## src/core/adcp_pkg.sv

```systemverilog
// Purpose: shared constants, types and helpers of the converter power and coding control
// Assumes: core clock of 200 MHz, 12-bit result, 4-bit byte address on the register port
// Notes: register offsets are byte addresses, one 32-bit word each, data in the low bits
package adcp_pkg;

    // ------------------------------------------------------------
    // register map
    // ------------------------------------------------------------
    localparam int ADDR_W = 4;
    localparam logic [3:0] REG_CTRL = 4'h0;
    localparam logic [3:0] REG_STATUS = 4'h4;
    localparam logic [3:0] REG_RESULT = 4'h8;

    // ------------------------------------------------------------
    // control byte fields
    // ------------------------------------------------------------
    localparam int CTRL_PD_LO = 0;
    localparam int CTRL_PD_HI = 1;
    localparam int CTRL_BIP = 2;
    localparam int CTRL_RNG = 3;
    localparam int CTRL_CH_LSB = 4;
    localparam int CTRL_CH_MSB = 6;
    localparam logic [7:0] CTRL_RESET = 8'h00;

    // ------------------------------------------------------------
    // status fields and reset values
    // ------------------------------------------------------------
    localparam int STAT_PWR_LSB = 0;
    localparam int STAT_CONV_LSB = 2;
    localparam int STAT_SHUTDOWN_PIN_N = 4;
    localparam logic [11:0] RESULT_RESET = 12'h000;

    // ------------------------------------------------------------
    // link address and timing
    // ------------------------------------------------------------
    localparam logic [3:0] SLAVE_ADDR_HI = 4'h5;
    localparam int unsigned CORE_CLK_KHZ = 200000;
    localparam int unsigned CONV_CLK_KHZ = 1560;
    // conversion clock period in core cycles, rounded down to keep the rate at or above spec
    localparam int unsigned CONV_DIV_CYCLES = CORE_CLK_KHZ / CONV_CLK_KHZ;
    localparam int unsigned CONV_STEPS = 12;
    // address byte ends on the eighth link clock rise, the waking bit is the ninth
    localparam logic [3:0] ADDR_BIT_LAST = 4'h7;
    localparam logic [3:0] WAKE_BIT = 4'h8;
    localparam logic LINK_WR = 1'h0;

    // ------------------------------------------------------------
    // types
    // ------------------------------------------------------------
    typedef enum logic [1:0] {
        ADCP_PWR_NORMAL = 2'h0,
        ADCP_PWR_STANDBY = 2'h1,
        ADCP_PWR_FULL = 2'h2
    } adcp_pwr_t;

    typedef enum logic [1:0] {
        ADCP_CONV_IDLE = 2'h0,
        ADCP_CONV_ACQ = 2'h1,
        ADCP_CONV_RUN = 2'h2
    } adcp_conv_t;

    function automatic adcp_pwr_t pd_decode(input logic pd_hi, input logic pd_lo);
        if (!pd_hi) begin
            pd_decode = ADCP_PWR_NORMAL;
        end else if (!pd_lo) begin
            pd_decode = ADCP_PWR_STANDBY;
        end else begin
            pd_decode = ADCP_PWR_FULL;
        end
    endfunction : pd_decode

    // raw sample is offset binary; bipolar turns it into two's complement
    function automatic logic [11:0] code_result(input logic [11:0] raw, input logic bipolar_select);
        code_result = bipolar_select ? {~raw[11], raw[10:0]} : raw;
    endfunction : code_result

endpackage : adcp_pkg

```

## src/core/adcp_link_mon.sv

```systemverilog
// Purpose: watches the two-wire link pins for start, stop and a write to our address
// Assumes: pins come from outside the core clock domain; the link clock is far slower
// Notes: only tracks framing; the byte protocol engine lives elsewhere
`timescale 1ns/100ps

// ------------------------------------------------------------
// events passed from the monitor to the control core
// ------------------------------------------------------------
interface adcp_link_if;
    logic start_evt;
    logic stop_evt;
    logic wake_evt;
    modport mon (output start_evt, output stop_evt, output wake_evt);
    modport ctl (input start_evt, input stop_evt, input wake_evt);
endinterface : adcp_link_if

module adcp_link_mon (
    input wire logic core_clk_i,
    input wire logic reset_n_i,
    input wire logic scl_i,
    input wire logic sda_i,
    input wire logic [2:0] addr_pin_i,
    adcp_link_if.mon evt
);

    // ------------------------------------------------------------
    // synchronisers
    // ------------------------------------------------------------
    logic [1:0] scl_meta_ff, sda_meta_ff;
    logic [2:0] addr_meta_ff, addr_sync_ff;
    logic scl_sync_ff, sda_sync_ff, scl_prev_ff, sda_prev_ff;
    logic active_ff, nxt_active, armed_ff, nxt_armed, wake_ff, nxt_wake;
    logic [3:0] bit_cnt_ff, nxt_bit_cnt;
    logic [6:0] shift_ff, nxt_shift;
    logic scl_rise, start_det, stop_det;

    always_ff @(posedge core_clk_i or negedge reset_n_i) begin
        if (!reset_n_i) begin
            scl_meta_ff <= 2'h3;
            sda_meta_ff <= 2'h3;
            addr_meta_ff <= 3'h0;
            addr_sync_ff <= 3'h0;
            scl_sync_ff <= 1'h1;
            sda_sync_ff <= 1'h1;
            scl_prev_ff <= 1'h1;
            sda_prev_ff <= 1'h1;
        end else begin
            scl_meta_ff <= {scl_meta_ff[0], scl_i};
            sda_meta_ff <= {sda_meta_ff[0], sda_i};
            addr_meta_ff <= addr_pin_i;
            addr_sync_ff <= addr_meta_ff;
            scl_sync_ff <= scl_meta_ff[1];
            sda_sync_ff <= sda_meta_ff[1];
            scl_prev_ff <= scl_sync_ff;
            sda_prev_ff <= sda_sync_ff;
        end
    end

    assign scl_rise = scl_sync_ff && !scl_prev_ff;
    assign start_det = scl_sync_ff && scl_prev_ff && sda_prev_ff && !sda_sync_ff;
    assign stop_det = scl_sync_ff && scl_prev_ff && !sda_prev_ff && sda_sync_ff;

    // ------------------------------------------------------------
    // address byte tracking
    // ------------------------------------------------------------
    always_comb begin
        nxt_active = active_ff;
        nxt_armed = armed_ff;
        nxt_bit_cnt = bit_cnt_ff;
        nxt_shift = shift_ff;
        nxt_wake = 1'h0;
        if (start_det) begin
            nxt_active = 1'h1;
            nxt_armed = 1'h0;
            nxt_bit_cnt = 4'h0;
            nxt_shift = 7'h00;
        end else if (stop_det) begin
            nxt_active = 1'h0;
            nxt_armed = 1'h0;
        end else if (scl_rise && active_ff) begin
            nxt_shift = {shift_ff[5:0], sda_sync_ff};
            nxt_bit_cnt = bit_cnt_ff + 4'h1;
            if (bit_cnt_ff == adcp_pkg::ADDR_BIT_LAST) begin
                nxt_armed = ({shift_ff, sda_sync_ff}
                             == {adcp_pkg::SLAVE_ADDR_HI, addr_sync_ff, adcp_pkg::LINK_WR});
                nxt_active = nxt_armed;
            end else if (bit_cnt_ff == adcp_pkg::WAKE_BIT) begin
                nxt_wake = armed_ff;
                nxt_active = 1'h0;
                nxt_armed = 1'h0;
            end
        end
    end

    always_ff @(posedge core_clk_i or negedge reset_n_i) begin
        if (!reset_n_i) begin
            active_ff <= 1'h0;
            armed_ff <= 1'h0;
            bit_cnt_ff <= 4'h0;
            shift_ff <= 7'h00;
            wake_ff <= 1'h0;
        end else begin
            active_ff <= nxt_active;
            armed_ff <= nxt_armed;
            bit_cnt_ff <= nxt_bit_cnt;
            shift_ff <= nxt_shift;
            wake_ff <= nxt_wake;
        end
    end

    assign evt.start_evt = start_det;
    assign evt.stop_evt = stop_det;
    assign evt.wake_evt = wake_ff;

endmodule : adcp_link_mon

```

## src/core/adcp_power_ctrl.sv

```systemverilog
// Purpose: power-down modes, conversion sequencing and result coding of the converter
// Assumes: raw_sample_i is offset binary from the converter core, stable when sampled
// Notes: control byte written over the register port; link pins only frame and wake
//
// Function
// - two select bits of the control byte choose standby or full power-down
// - software power-down waits until the running conversion has finished
// - register reads and the stored result stay available in every power mode
// - addressed write on the link wakes the device after the following bit
// - shutdown pin low forces full power-down at once and aborts conversion
// - standby keeps bandgap and reference buffer enabled
// - full power-down keeps only the bandgap enabled
// - standby in each control byte gives auto-shutdown after every conversion
// - unipolar results straight binary, bipolar results two's complement, 4096 steps
// - upper bit clear normal, upper set lower clear standby, both set full
// - acquisition from control byte latch to stop, then convert at 1.56MHz
// - reset starts in normal mode with control and result registers cleared
//
// Local design decisions: the address-and-strobe port and the register addresses.
`timescale 1ns/100ps

module adcp_power_ctrl #(
    parameter int unsigned CONV_DIV = adcp_pkg::CONV_DIV_CYCLES,
    parameter int unsigned STEPS = adcp_pkg::CONV_STEPS
) (
    input wire logic core_clk_i,
    input wire logic reset_n_i,
    input wire logic [3:0] addr_i,
    input wire logic [31:0] wr_data_i,
    input wire logic wr_en_i,
    input wire logic rd_en_i,
    output logic [31:0] rd_data_o,
    input wire logic scl_i,
    input wire logic sda_i,
    input wire logic [2:0] addr_pin_i,
    input wire logic shutdown_pin_n,
    input wire logic [11:0] raw_sample_i,
    output logic [2:0] channel_sel_o,
    output logic range_select_o,
    output logic bipolar_select_o,
    output logic acquire_o,
    output logic convert_busy_o,
    output logic standby_power_down_o,
    output logic full_power_down_o,
    output logic bandgap_en_o,
    output logic ref_buffer_en_o,
    output logic analog_en_o
);

    // ------------------------------------------------------------
    // elaboration checks
    // ------------------------------------------------------------
    if (CONV_DIV < 2 || CONV_DIV > 255) begin : g_bad_div
        $error("CONV_DIV out of range");
    end
    if (STEPS < 1 || STEPS > 15) begin : g_bad_steps
        $error("STEPS out of range");
    end

    localparam logic [7:0] DIV_LAST = 8'(CONV_DIV - 1);
    localparam logic [3:0] STEP_LAST = 4'(STEPS - 1);

    // ------------------------------------------------------------
    // link monitor
    // ------------------------------------------------------------
    adcp_link_if link_evt ();

    adcp_link_mon u_link_mon (
        .core_clk_i(core_clk_i),
        .reset_n_i(reset_n_i),
        .scl_i(scl_i),
        .sda_i(sda_i),
        .addr_pin_i(addr_pin_i),
        .evt(link_evt.mon)
    );

    // ------------------------------------------------------------
    // shutdown pin synchroniser
    // ------------------------------------------------------------
    logic shutdown_pin_n_meta_ff, shutdown_pin_n_sync_ff;

    always_ff @(posedge core_clk_i or negedge reset_n_i) begin
        if (!reset_n_i) begin
            shutdown_pin_n_meta_ff <= 1'h1;
            shutdown_pin_n_sync_ff <= 1'h1;
        end else begin
            shutdown_pin_n_meta_ff <= shutdown_pin_n;
            shutdown_pin_n_sync_ff <= shutdown_pin_n_meta_ff;
        end
    end

    // ------------------------------------------------------------
    // power and conversion state
    // ------------------------------------------------------------
    adcp_pkg::adcp_pwr_t pwr_ff, nxt_pwr;
    adcp_pkg::adcp_conv_t conv_ff, nxt_conv;
    logic [7:0] ctrl_ff, nxt_ctrl;
    logic [11:0] result_ff, nxt_result;
    logic [7:0] div_cnt_ff, nxt_div_cnt;
    logic [3:0] step_cnt_ff, nxt_step_cnt;
    logic hw_sd_ff, nxt_hw_sd;
    logic ctrl_wr;

    assign ctrl_wr = wr_en_i && (addr_i == adcp_pkg::REG_CTRL);

    always_comb begin
        nxt_pwr = pwr_ff;
        nxt_conv = conv_ff;
        nxt_ctrl = ctrl_ff;
        nxt_result = result_ff;
        nxt_div_cnt = div_cnt_ff;
        nxt_step_cnt = step_cnt_ff;
        nxt_hw_sd = hw_sd_ff;
        if (!shutdown_pin_n_sync_ff) begin
            nxt_pwr = adcp_pkg::ADCP_PWR_FULL;
            nxt_conv = adcp_pkg::ADCP_CONV_IDLE;
            nxt_div_cnt = 8'h00;
            nxt_step_cnt = 4'h0;
            nxt_hw_sd = 1'h1;
        end else if (hw_sd_ff) begin
            nxt_pwr = adcp_pkg::ADCP_PWR_NORMAL;
            nxt_hw_sd = 1'h0;
        end else begin
            if (link_evt.wake_evt) begin
                nxt_pwr = adcp_pkg::ADCP_PWR_NORMAL;
            end
            case (conv_ff)
                adcp_pkg::ADCP_CONV_IDLE: begin
                    if (ctrl_wr) begin
                        nxt_ctrl = wr_data_i[7:0];
                        nxt_conv = adcp_pkg::ADCP_CONV_ACQ;
                    end
                end
                adcp_pkg::ADCP_CONV_ACQ: begin
                    if (link_evt.stop_evt) begin
                        nxt_conv = adcp_pkg::ADCP_CONV_RUN;
                        nxt_div_cnt = 8'h00;
                        nxt_step_cnt = 4'h0;
                    end
                end
                adcp_pkg::ADCP_CONV_RUN: begin
                    if (div_cnt_ff == DIV_LAST) begin
                        nxt_div_cnt = 8'h00;
                        nxt_step_cnt = step_cnt_ff + 4'h1;
                        if (step_cnt_ff == STEP_LAST) begin
                            nxt_result = adcp_pkg::code_result(raw_sample_i,
                                                               ctrl_ff[adcp_pkg::CTRL_BIP]);
                            nxt_conv = adcp_pkg::ADCP_CONV_IDLE;
                            nxt_pwr = adcp_pkg::pd_decode(ctrl_ff[adcp_pkg::CTRL_PD_HI],
                                                          ctrl_ff[adcp_pkg::CTRL_PD_LO]);
                        end
                    end else begin
                        nxt_div_cnt = div_cnt_ff + 8'h01;
                    end
                end
                default: begin
                    nxt_conv = adcp_pkg::ADCP_CONV_IDLE;
                end
            endcase
        end
    end

    always_ff @(posedge core_clk_i or negedge reset_n_i) begin
        if (!reset_n_i) begin
            pwr_ff <= adcp_pkg::ADCP_PWR_NORMAL;
            conv_ff <= adcp_pkg::ADCP_CONV_IDLE;
            ctrl_ff <= adcp_pkg::CTRL_RESET;
            result_ff <= adcp_pkg::RESULT_RESET;
            div_cnt_ff <= 8'h00;
            step_cnt_ff <= 4'h0;
            hw_sd_ff <= 1'h0;
        end else begin
            pwr_ff <= nxt_pwr;
            conv_ff <= nxt_conv;
            ctrl_ff <= nxt_ctrl;
            result_ff <= nxt_result;
            div_cnt_ff <= nxt_div_cnt;
            step_cnt_ff <= nxt_step_cnt;
            hw_sd_ff <= nxt_hw_sd;
        end
    end

    // ------------------------------------------------------------
    // register read port
    // ------------------------------------------------------------
    logic [31:0] rd_data_ff, nxt_rd_data;

    // reads never gated by power mode
    always_comb begin
        nxt_rd_data = 32'h0000_0000;
        if (rd_en_i) begin
            case (addr_i)
                adcp_pkg::REG_CTRL: begin
                    nxt_rd_data[7:0] = ctrl_ff;
                end
                adcp_pkg::REG_STATUS: begin
                    nxt_rd_data[adcp_pkg::STAT_PWR_LSB +: 2] = pwr_ff;
                    nxt_rd_data[adcp_pkg::STAT_CONV_LSB +: 2] = conv_ff;
                    nxt_rd_data[adcp_pkg::STAT_SHUTDOWN_PIN_N] = !shutdown_pin_n_sync_ff;
                end
                adcp_pkg::REG_RESULT: begin
                    nxt_rd_data[11:0] = result_ff;
                end
                default: begin
                    nxt_rd_data = 32'h0000_0000;
                end
            endcase
        end
    end

    always_ff @(posedge core_clk_i or negedge reset_n_i) begin
        if (!reset_n_i) begin
            rd_data_ff <= 32'h0000_0000;
        end else begin
            rd_data_ff <= nxt_rd_data;
        end
    end

    // ------------------------------------------------------------
    // outputs
    // ------------------------------------------------------------
    assign rd_data_o = rd_data_ff;
    assign channel_sel_o = ctrl_ff[adcp_pkg::CTRL_CH_MSB:adcp_pkg::CTRL_CH_LSB];
    assign range_select_o = ctrl_ff[adcp_pkg::CTRL_RNG];
    assign bipolar_select_o = ctrl_ff[adcp_pkg::CTRL_BIP];
    assign acquire_o = (conv_ff == adcp_pkg::ADCP_CONV_ACQ);
    assign convert_busy_o = (conv_ff == adcp_pkg::ADCP_CONV_RUN);
    assign standby_power_down_o = (pwr_ff == adcp_pkg::ADCP_PWR_STANDBY);
    assign full_power_down_o = (pwr_ff == adcp_pkg::ADCP_PWR_FULL);
    // bandgap always on, buffer off only in full
    assign bandgap_en_o = 1'h1;
    assign ref_buffer_en_o = (pwr_ff != adcp_pkg::ADCP_PWR_FULL);
    assign analog_en_o = (pwr_ff == adcp_pkg::ADCP_PWR_NORMAL);

endmodule : adcp_power_ctrl

```

## config.mk

```make
export PLATFORM = sky130hd
export DESIGN_NAME = adcp_power_ctrl
export DESIGN_NICKNAME = d
export VERILOG_FILES = /design/src/core/adcp_pkg.sv /design/src/core/adcp_link_mon.sv /design/src/core/adcp_power_ctrl.sv
export SDC_FILE = /design/constraint.sdc
export NUM_CORES = 1
export LEC_CHECK = 0
export BUFFER_PORTS_ARGS = -buffer_cell sky130_fd_sc_hd__buf_2
export CORE_MARGIN = 2
export CORE_UTILIZATION = 52
export DETAILED_ROUTE_END_ITERATION = 8
export GPL_ROUTABILITY_DRIVEN = 0
export PLACE_DENSITY = 0.79
export SLEW_MARGIN = 15
export SYNTH_ARGS = -nofsm -noshare
export SYNTH_HDL_FRONTEND = slang
export SYNTH_HIERARCHICAL = 1
export SYNTH_SLANG_ARGS = --single-unit
export TNS_END_PERCENT = 100
```

## constraint.sdc

```tcl
create_clock -name core_clk_i -period 2.42 [get_ports core_clk_i]
set_input_delay 0.484 -clock core_clk_i [delete_from_list [all_inputs] [get_ports core_clk_i]]
set_output_delay 0.484 -clock core_clk_i [all_outputs]
set_load 0.005 [all_outputs]
```

Word-level counts from Yosys, hierarchy flattened:

Index checks and enable logic that the tools add are counted.

* register bits: 79
* bits of input ports: 58
* output and inout port bits: 44
* word-level logic and storage cells: 120

* muxes and demuxes: 48
* bitwise operators: 2
* reductions and logical operators: 25
* equal/unequal tests: 19
* add/sub/neg operators: 3

Operators with widths (count)
* two-way mux 4 bit: 8
* two-way mux 8 bit: 4
* two-way mux 2 bit: 14
* two-way mux 12 bit: 2
* two-way mux 7 bit: 3
* one-hot mux 8 bit (2 select lines): 1
* one-hot mux 5 bit (3 select lines): 1
* equality test 4 bit (second input constant): 3
* two-way mux 1 bit: 12
* AND reduction 5 bit: 2
* inequality test 3 bit (second input constant): 3
* adder 4 x 1 -> 4 bit (second input constant): 2
* adder 8 x 1 -> 8 bit (second input constant): 1
* equality test 4 x 3 -> 1 bit (second input constant): 2
* equality test 8 x 7 -> 1 bit: 1
* equality test 8 x 7 -> 1 bit (second input constant): 1
* logical AND 1 bit: 8
* one-hot mux 4 bit (2 select lines): 1
* AND reduction 4 bit: 2
* inequality test 2 bit (second input constant): 3
* inequality test 3 x 2 -> 1 bit (second input constant): 2
* one-hot mux 2 bit (3 select lines): 1
* one-hot mux 3 bit (2 select lines): 1
* equality test 2 x 1 -> 1 bit (second input constant): 2
* 10 further kinds: 17

Depth between registers and ports, before layout:

* word-level depth: 7
* depth in mapped cells: 8

Hierarchy:

Netlist, hierarchy kept.

Modules (own cells, without submodules)
* adcp_power_ctrl: cells an instance 233, instances 1, area an instance 2646.3 um2
* adcp_link_mon: cells an instance 74, instances 1, area an instance 1066.0 um2

Worst setup path after synthesis:

Ideal clock, no wire load.

* path kind: register to register
* from: register u_link_mon.sda_sync_ff
* to: register div_cnt_ff[5]
* data arrival time: 1787 ps
* path slack: 555 ps
* cell stages (with the launch flop): 7
* data required time: 2343 ps
* setup time: 77 ps
* period minus slack after synthesis: 1865 ps
* cell sequence: dfstp_2 and4b_1 nor2b_4 o31a_1 buf_2 or4_1 a21oi_1

* word-level cells in the longest chain between the ends: 3

RTL lines
* start, declared: RTL line adcp_link_mon.sv:31 `logic scl_sync_ff, sda_sync_ff, scl_prev_ff, sda_prev_ff;`
* start signal, assigned: RTL line adcp_link_mon.sv:53 `sda_sync_ff <= sda_meta_ff[1];`
* logical AND 1 bit: RTL line adcp_link_mon.sv:61 `assign stop_det = scl_sync_ff && scl_prev_ff && !sda_prev_ff && sda_sync_ff;`
* net link_evt.stop_evt: RTL line adcp_link_mon.sv:11 `logic stop_evt;`
* inequality test 3 bit (no source line)
* AND reduction 3 bit (no source line)
* end signal, assigned: RTL line adcp_power_ctrl.sv:177 `div_cnt_ff <= nxt_div_cnt;`
* end, declared: RTL line adcp_power_ctrl.sv:99 `logic [7:0] div_cnt_ff, nxt_div_cnt;`

The timed path passes the listed nets, and every way through them passes these cells.
A chain may end at the register's enable or synchronous reset.

Final worst setup path:

Ends and elaborated chain as after synthesis.

==> impl_metrics.env <==
export IMPL_grt_overflow_total=0
export IMPL_ctsResizeCount=0
export IMPL_min_period_ns=2.11
export IMPL_ant_nets=0
export IMPL_wl_per_cell_microns=14.1
export IMPL_start_util=0.540
export IMPL_area_delta_synth_final_pct=12.1
export IMPL_outcome="finished clean"
export IMPL_reg2reg_slack_ns=0.31
export IMPL_dp_hpwl_microns=4690
export IMPL_critPathKind="reg2reg"
export IMPL_yosysSeqAreaShare=0.536
export IMPL_synth_main_ff_cell="dfrtp_1"
export IMPL_grt_max_degree=46
export IMPL_grt_pass1_vias=2274
export IMPL_diodes=0
export IMPL_hold_path_class="in2async"
export IMPL_setup_viol=0
export IMPL_die_y_microns=88.5
export IMPL_gr_usage_all_layers=0.170
export IMPL_worst_pin_slew_ns=0.613
export IMPL_arrival_ns=2.39
export IMPL_leakagePower_nw=2.12
export IMPL_vias=2431
export IMPL_wl_microns=6550
export IMPL_cts_tree="yes"
export IMPL_antenna_found_initial=0
export IMPL_grt_setup_unrepaired="no"
export IMPL_synthesis_area_sq_um=3710
export IMPL_fin_setup_tns_ns=0
export IMPL_layout_commonest_cell="dfrtp_1"
export IMPL_crit_path_end_kind="flop"
export IMPL_synthArstFlopShare=1.00
export IMPL_drc=0
export IMPL_p_total_mw=2.61
export IMPL_r2r_start="u_link_mon/sda_sync_ff"
export IMPL_timing_fmax_mhz=473
export IMPL_die_area_sq_um=7830
export IMPL_maxSlewViolCount=0
export IMPL_setup_ws_ns=0.306
export IMPL_ys_warn_count=6
export IMPL_cp_start_kind="flop"
export IMPL_rr_worst_depth=5
export IMPL_grt_pass1_wl_microns=10200
export IMPL_place_ws_ns=0.318
export IMPL_cpPeakStageDelay_ns=0.58
export IMPL_crit_chain="and4b_1 -> nor2b_4 -> o31a_1 -> or4_1 -> a21oi_1"
export IMPL_period_share=0.874
export IMPL_reg2reg_to="div_cnt_ff[5]"
export IMPL_hold_buffers=0
export IMPL_num_io_pins=102
export IMPL_clk_pin_slew_ns=0.08
export IMPL_coreArea_sq_um=6870
export IMPL_synth_cell_type_count=58
export IMPL_io_buffers=56
export IMPL_firstDrtPassIters=4
export IMPL_layout_common_cells="dfrtp_1, buf_2, nor2_1"
export IMPL_cts_setup_buffers=0
export IMPL_maxCapViolCount=0
export IMPL_clkLatencyLatePin_ns=0.34
export IMPL_slowest_stage="dfstp_2"
export IMPL_cts_root_buf="clkbuf_8"
export IMPL_finClkSkew_ns=0.00571
export IMPL_avgViaCountPerCell=5.25
export IMPL_dp_cells=447
export IMPL_drive_gt1_frac=0.327
export IMPL_cts_buffer_depth=2
export IMPL_postLayoutCoreUtil=0.606
export IMPL_nNetsFinal=427
export IMPL_ys_ff_latch=79
export IMPL_finalHoldViolCount=0
export IMPL_fin_cells=463
export IMPL_h_tree_depth=3
export IMPL_syn_area_per_cell_sq_um=12.1
export IMPL_synth_edf_count=0
export IMPL_crit_path_max_fanout=18
export IMPL_die_w_microns=88.5
export IMPL_p_per_area_nw_per_um2=626
export IMPL_cts_buffers=9
export IMPL_vdd_drop_max_mv=0.560
export IMPL_cp_required_ns=2.69
export IMPL_drt_initial_drc_count=131
export IMPL_synthCells=307
export IMPL_numClockSinks=79
export IMPL_slew_headroom=0.591
export IMPL_rows=30
sequential cells by signal (all words and copies together) (netlist names), 2 cells and up:
| signal | cells |
|---|---|
| div_cnt_ff | 8 |
| pwr_ff | 2 |
| u_link_mon/sda_meta_ff | 2 |
| u_link_mon/shift_ff | 7 |
| u_link_mon/addr_sync_ff | 3 |
| conv_ff | 2 |
| rd_data_o | 12 |
| u_link_mon/scl_meta_ff | 2 |
| u_link_mon/addr_meta_ff | 3 |
| step_cnt_ff | 4 |
| u_link_mon/bit_cnt_ff | 4 |
| result_ff | 12 |
| ctrl_ff | 8 |
cell usage after synthesis, types with 3 or more instances:
cell,count,area [sq um]
mux2_2,13,146
nand3_1,6,30.0
dfrtp_1,69,1730
nand3b_1,3,22.5
ha_1,7,87.6
a22o_1,7,61.3
nor2_1,23,86.3
buf_4,25,188
a21oi_1,8,40.0
inv_1,9,33.8
mux2_4,10,150
and3b_1,3,26.3
dfstp_2,10,263
and4b_1,3,30.0
mux2i_1,12,120
a21o_1,3,22.5
o21ai_0,10,50.1
buf_6,3,33.8
and3_1,5,31.3
xor2_1,6,52.6
buf_2,3,15.0
nand2_1,20,75.1
o31ai_1,4,30.0
layer usage:
layer,track usage,share of wire,vias up
li1,-,-,1138
met1,0.221,0.44,1197
met2,0.269,0.50,85
met3,0.0457,0.047,11
met4,0.0758,0.015,0
met5,0,0,-
worst max-delay path by stage:
stage                           start              to  slack [ns]  cells after the start
2_1_floorplan  u_link_mon/sda_sync_ff   div_cnt_ff[5]        0.56                      6
3_3_place_gp   u_link_mon/sda_sync_ff  step_cnt_ff[0]        0.36                      5
3_5_place_dp   u_link_mon/sda_sync_ff   div_cnt_ff[5]        0.32                      5
4_1_cts        u_link_mon/sda_sync_ff   div_cnt_ff[5]        0.30                      5
5_1_grt        u_link_mon/sda_sync_ff   div_cnt_ff[7]        0.20                      5
6_report       u_link_mon/sda_sync_ff   div_cnt_ff[5]        0.31                      5
report_power, final:
| part | internal, mW | switching (mW) |
|---|---|---|
| combinational | 0.100 | 0.109 |
| clock | 0.509 | 0.464 |
| sequential | 1.38 | 0.0436 |
| total | 1.99 | 0.616 |
metrics by stage:
step	instance area, sq um	hold slack, ns
final	4160	0.0722
after global routing	4160	0.102
after CTS	4160	0.0676
after detailed placement	3960	0.340
after global placement	3960	0.332
after floorplan	3780	0.188
cells by family (layout without fill, tap and decap cells):
logic type | after synthesis | after routing | share of synthesized area
AO/OA/AOI/OAI | 44 | 44 | 0.0880
XOR/XNOR | 7 | 7 | 0.0165
adder cells (fa/ha/maj) | 7 | 7 | 0.0236
buffers and inverters | 43 | 84 | 0.0785
flip-flops | 79 | 79 | 0.536
multiplexers | 36 | 36 | 0.115
other | 2 | 21 | 0.00202
AND/OR/NAND/NOR | 89 | 89 | 0.140
worst max-delay path, delay by kind of cell (launching register included):
| kind | cells | cell delay (ns) |
|---|---|---|
| compound gates | 2 | 0.60 |
| flops | 1 | 0.58 |
| simple gates | 3 | 0.86 |
cell type report:
class / instances / area, sq um
clock buffer: 12 / 145
inverter: 9 / 33.8
fill: 543 / 2710
clock inverter: 4 / 53.8
tap: 96 / 120
multi-input combinational: 204 / 1500
timing repair buffer: 59 / 318
sequential: 79 / 1990
No activity file was read; power rests on OpenSTA's default activity.
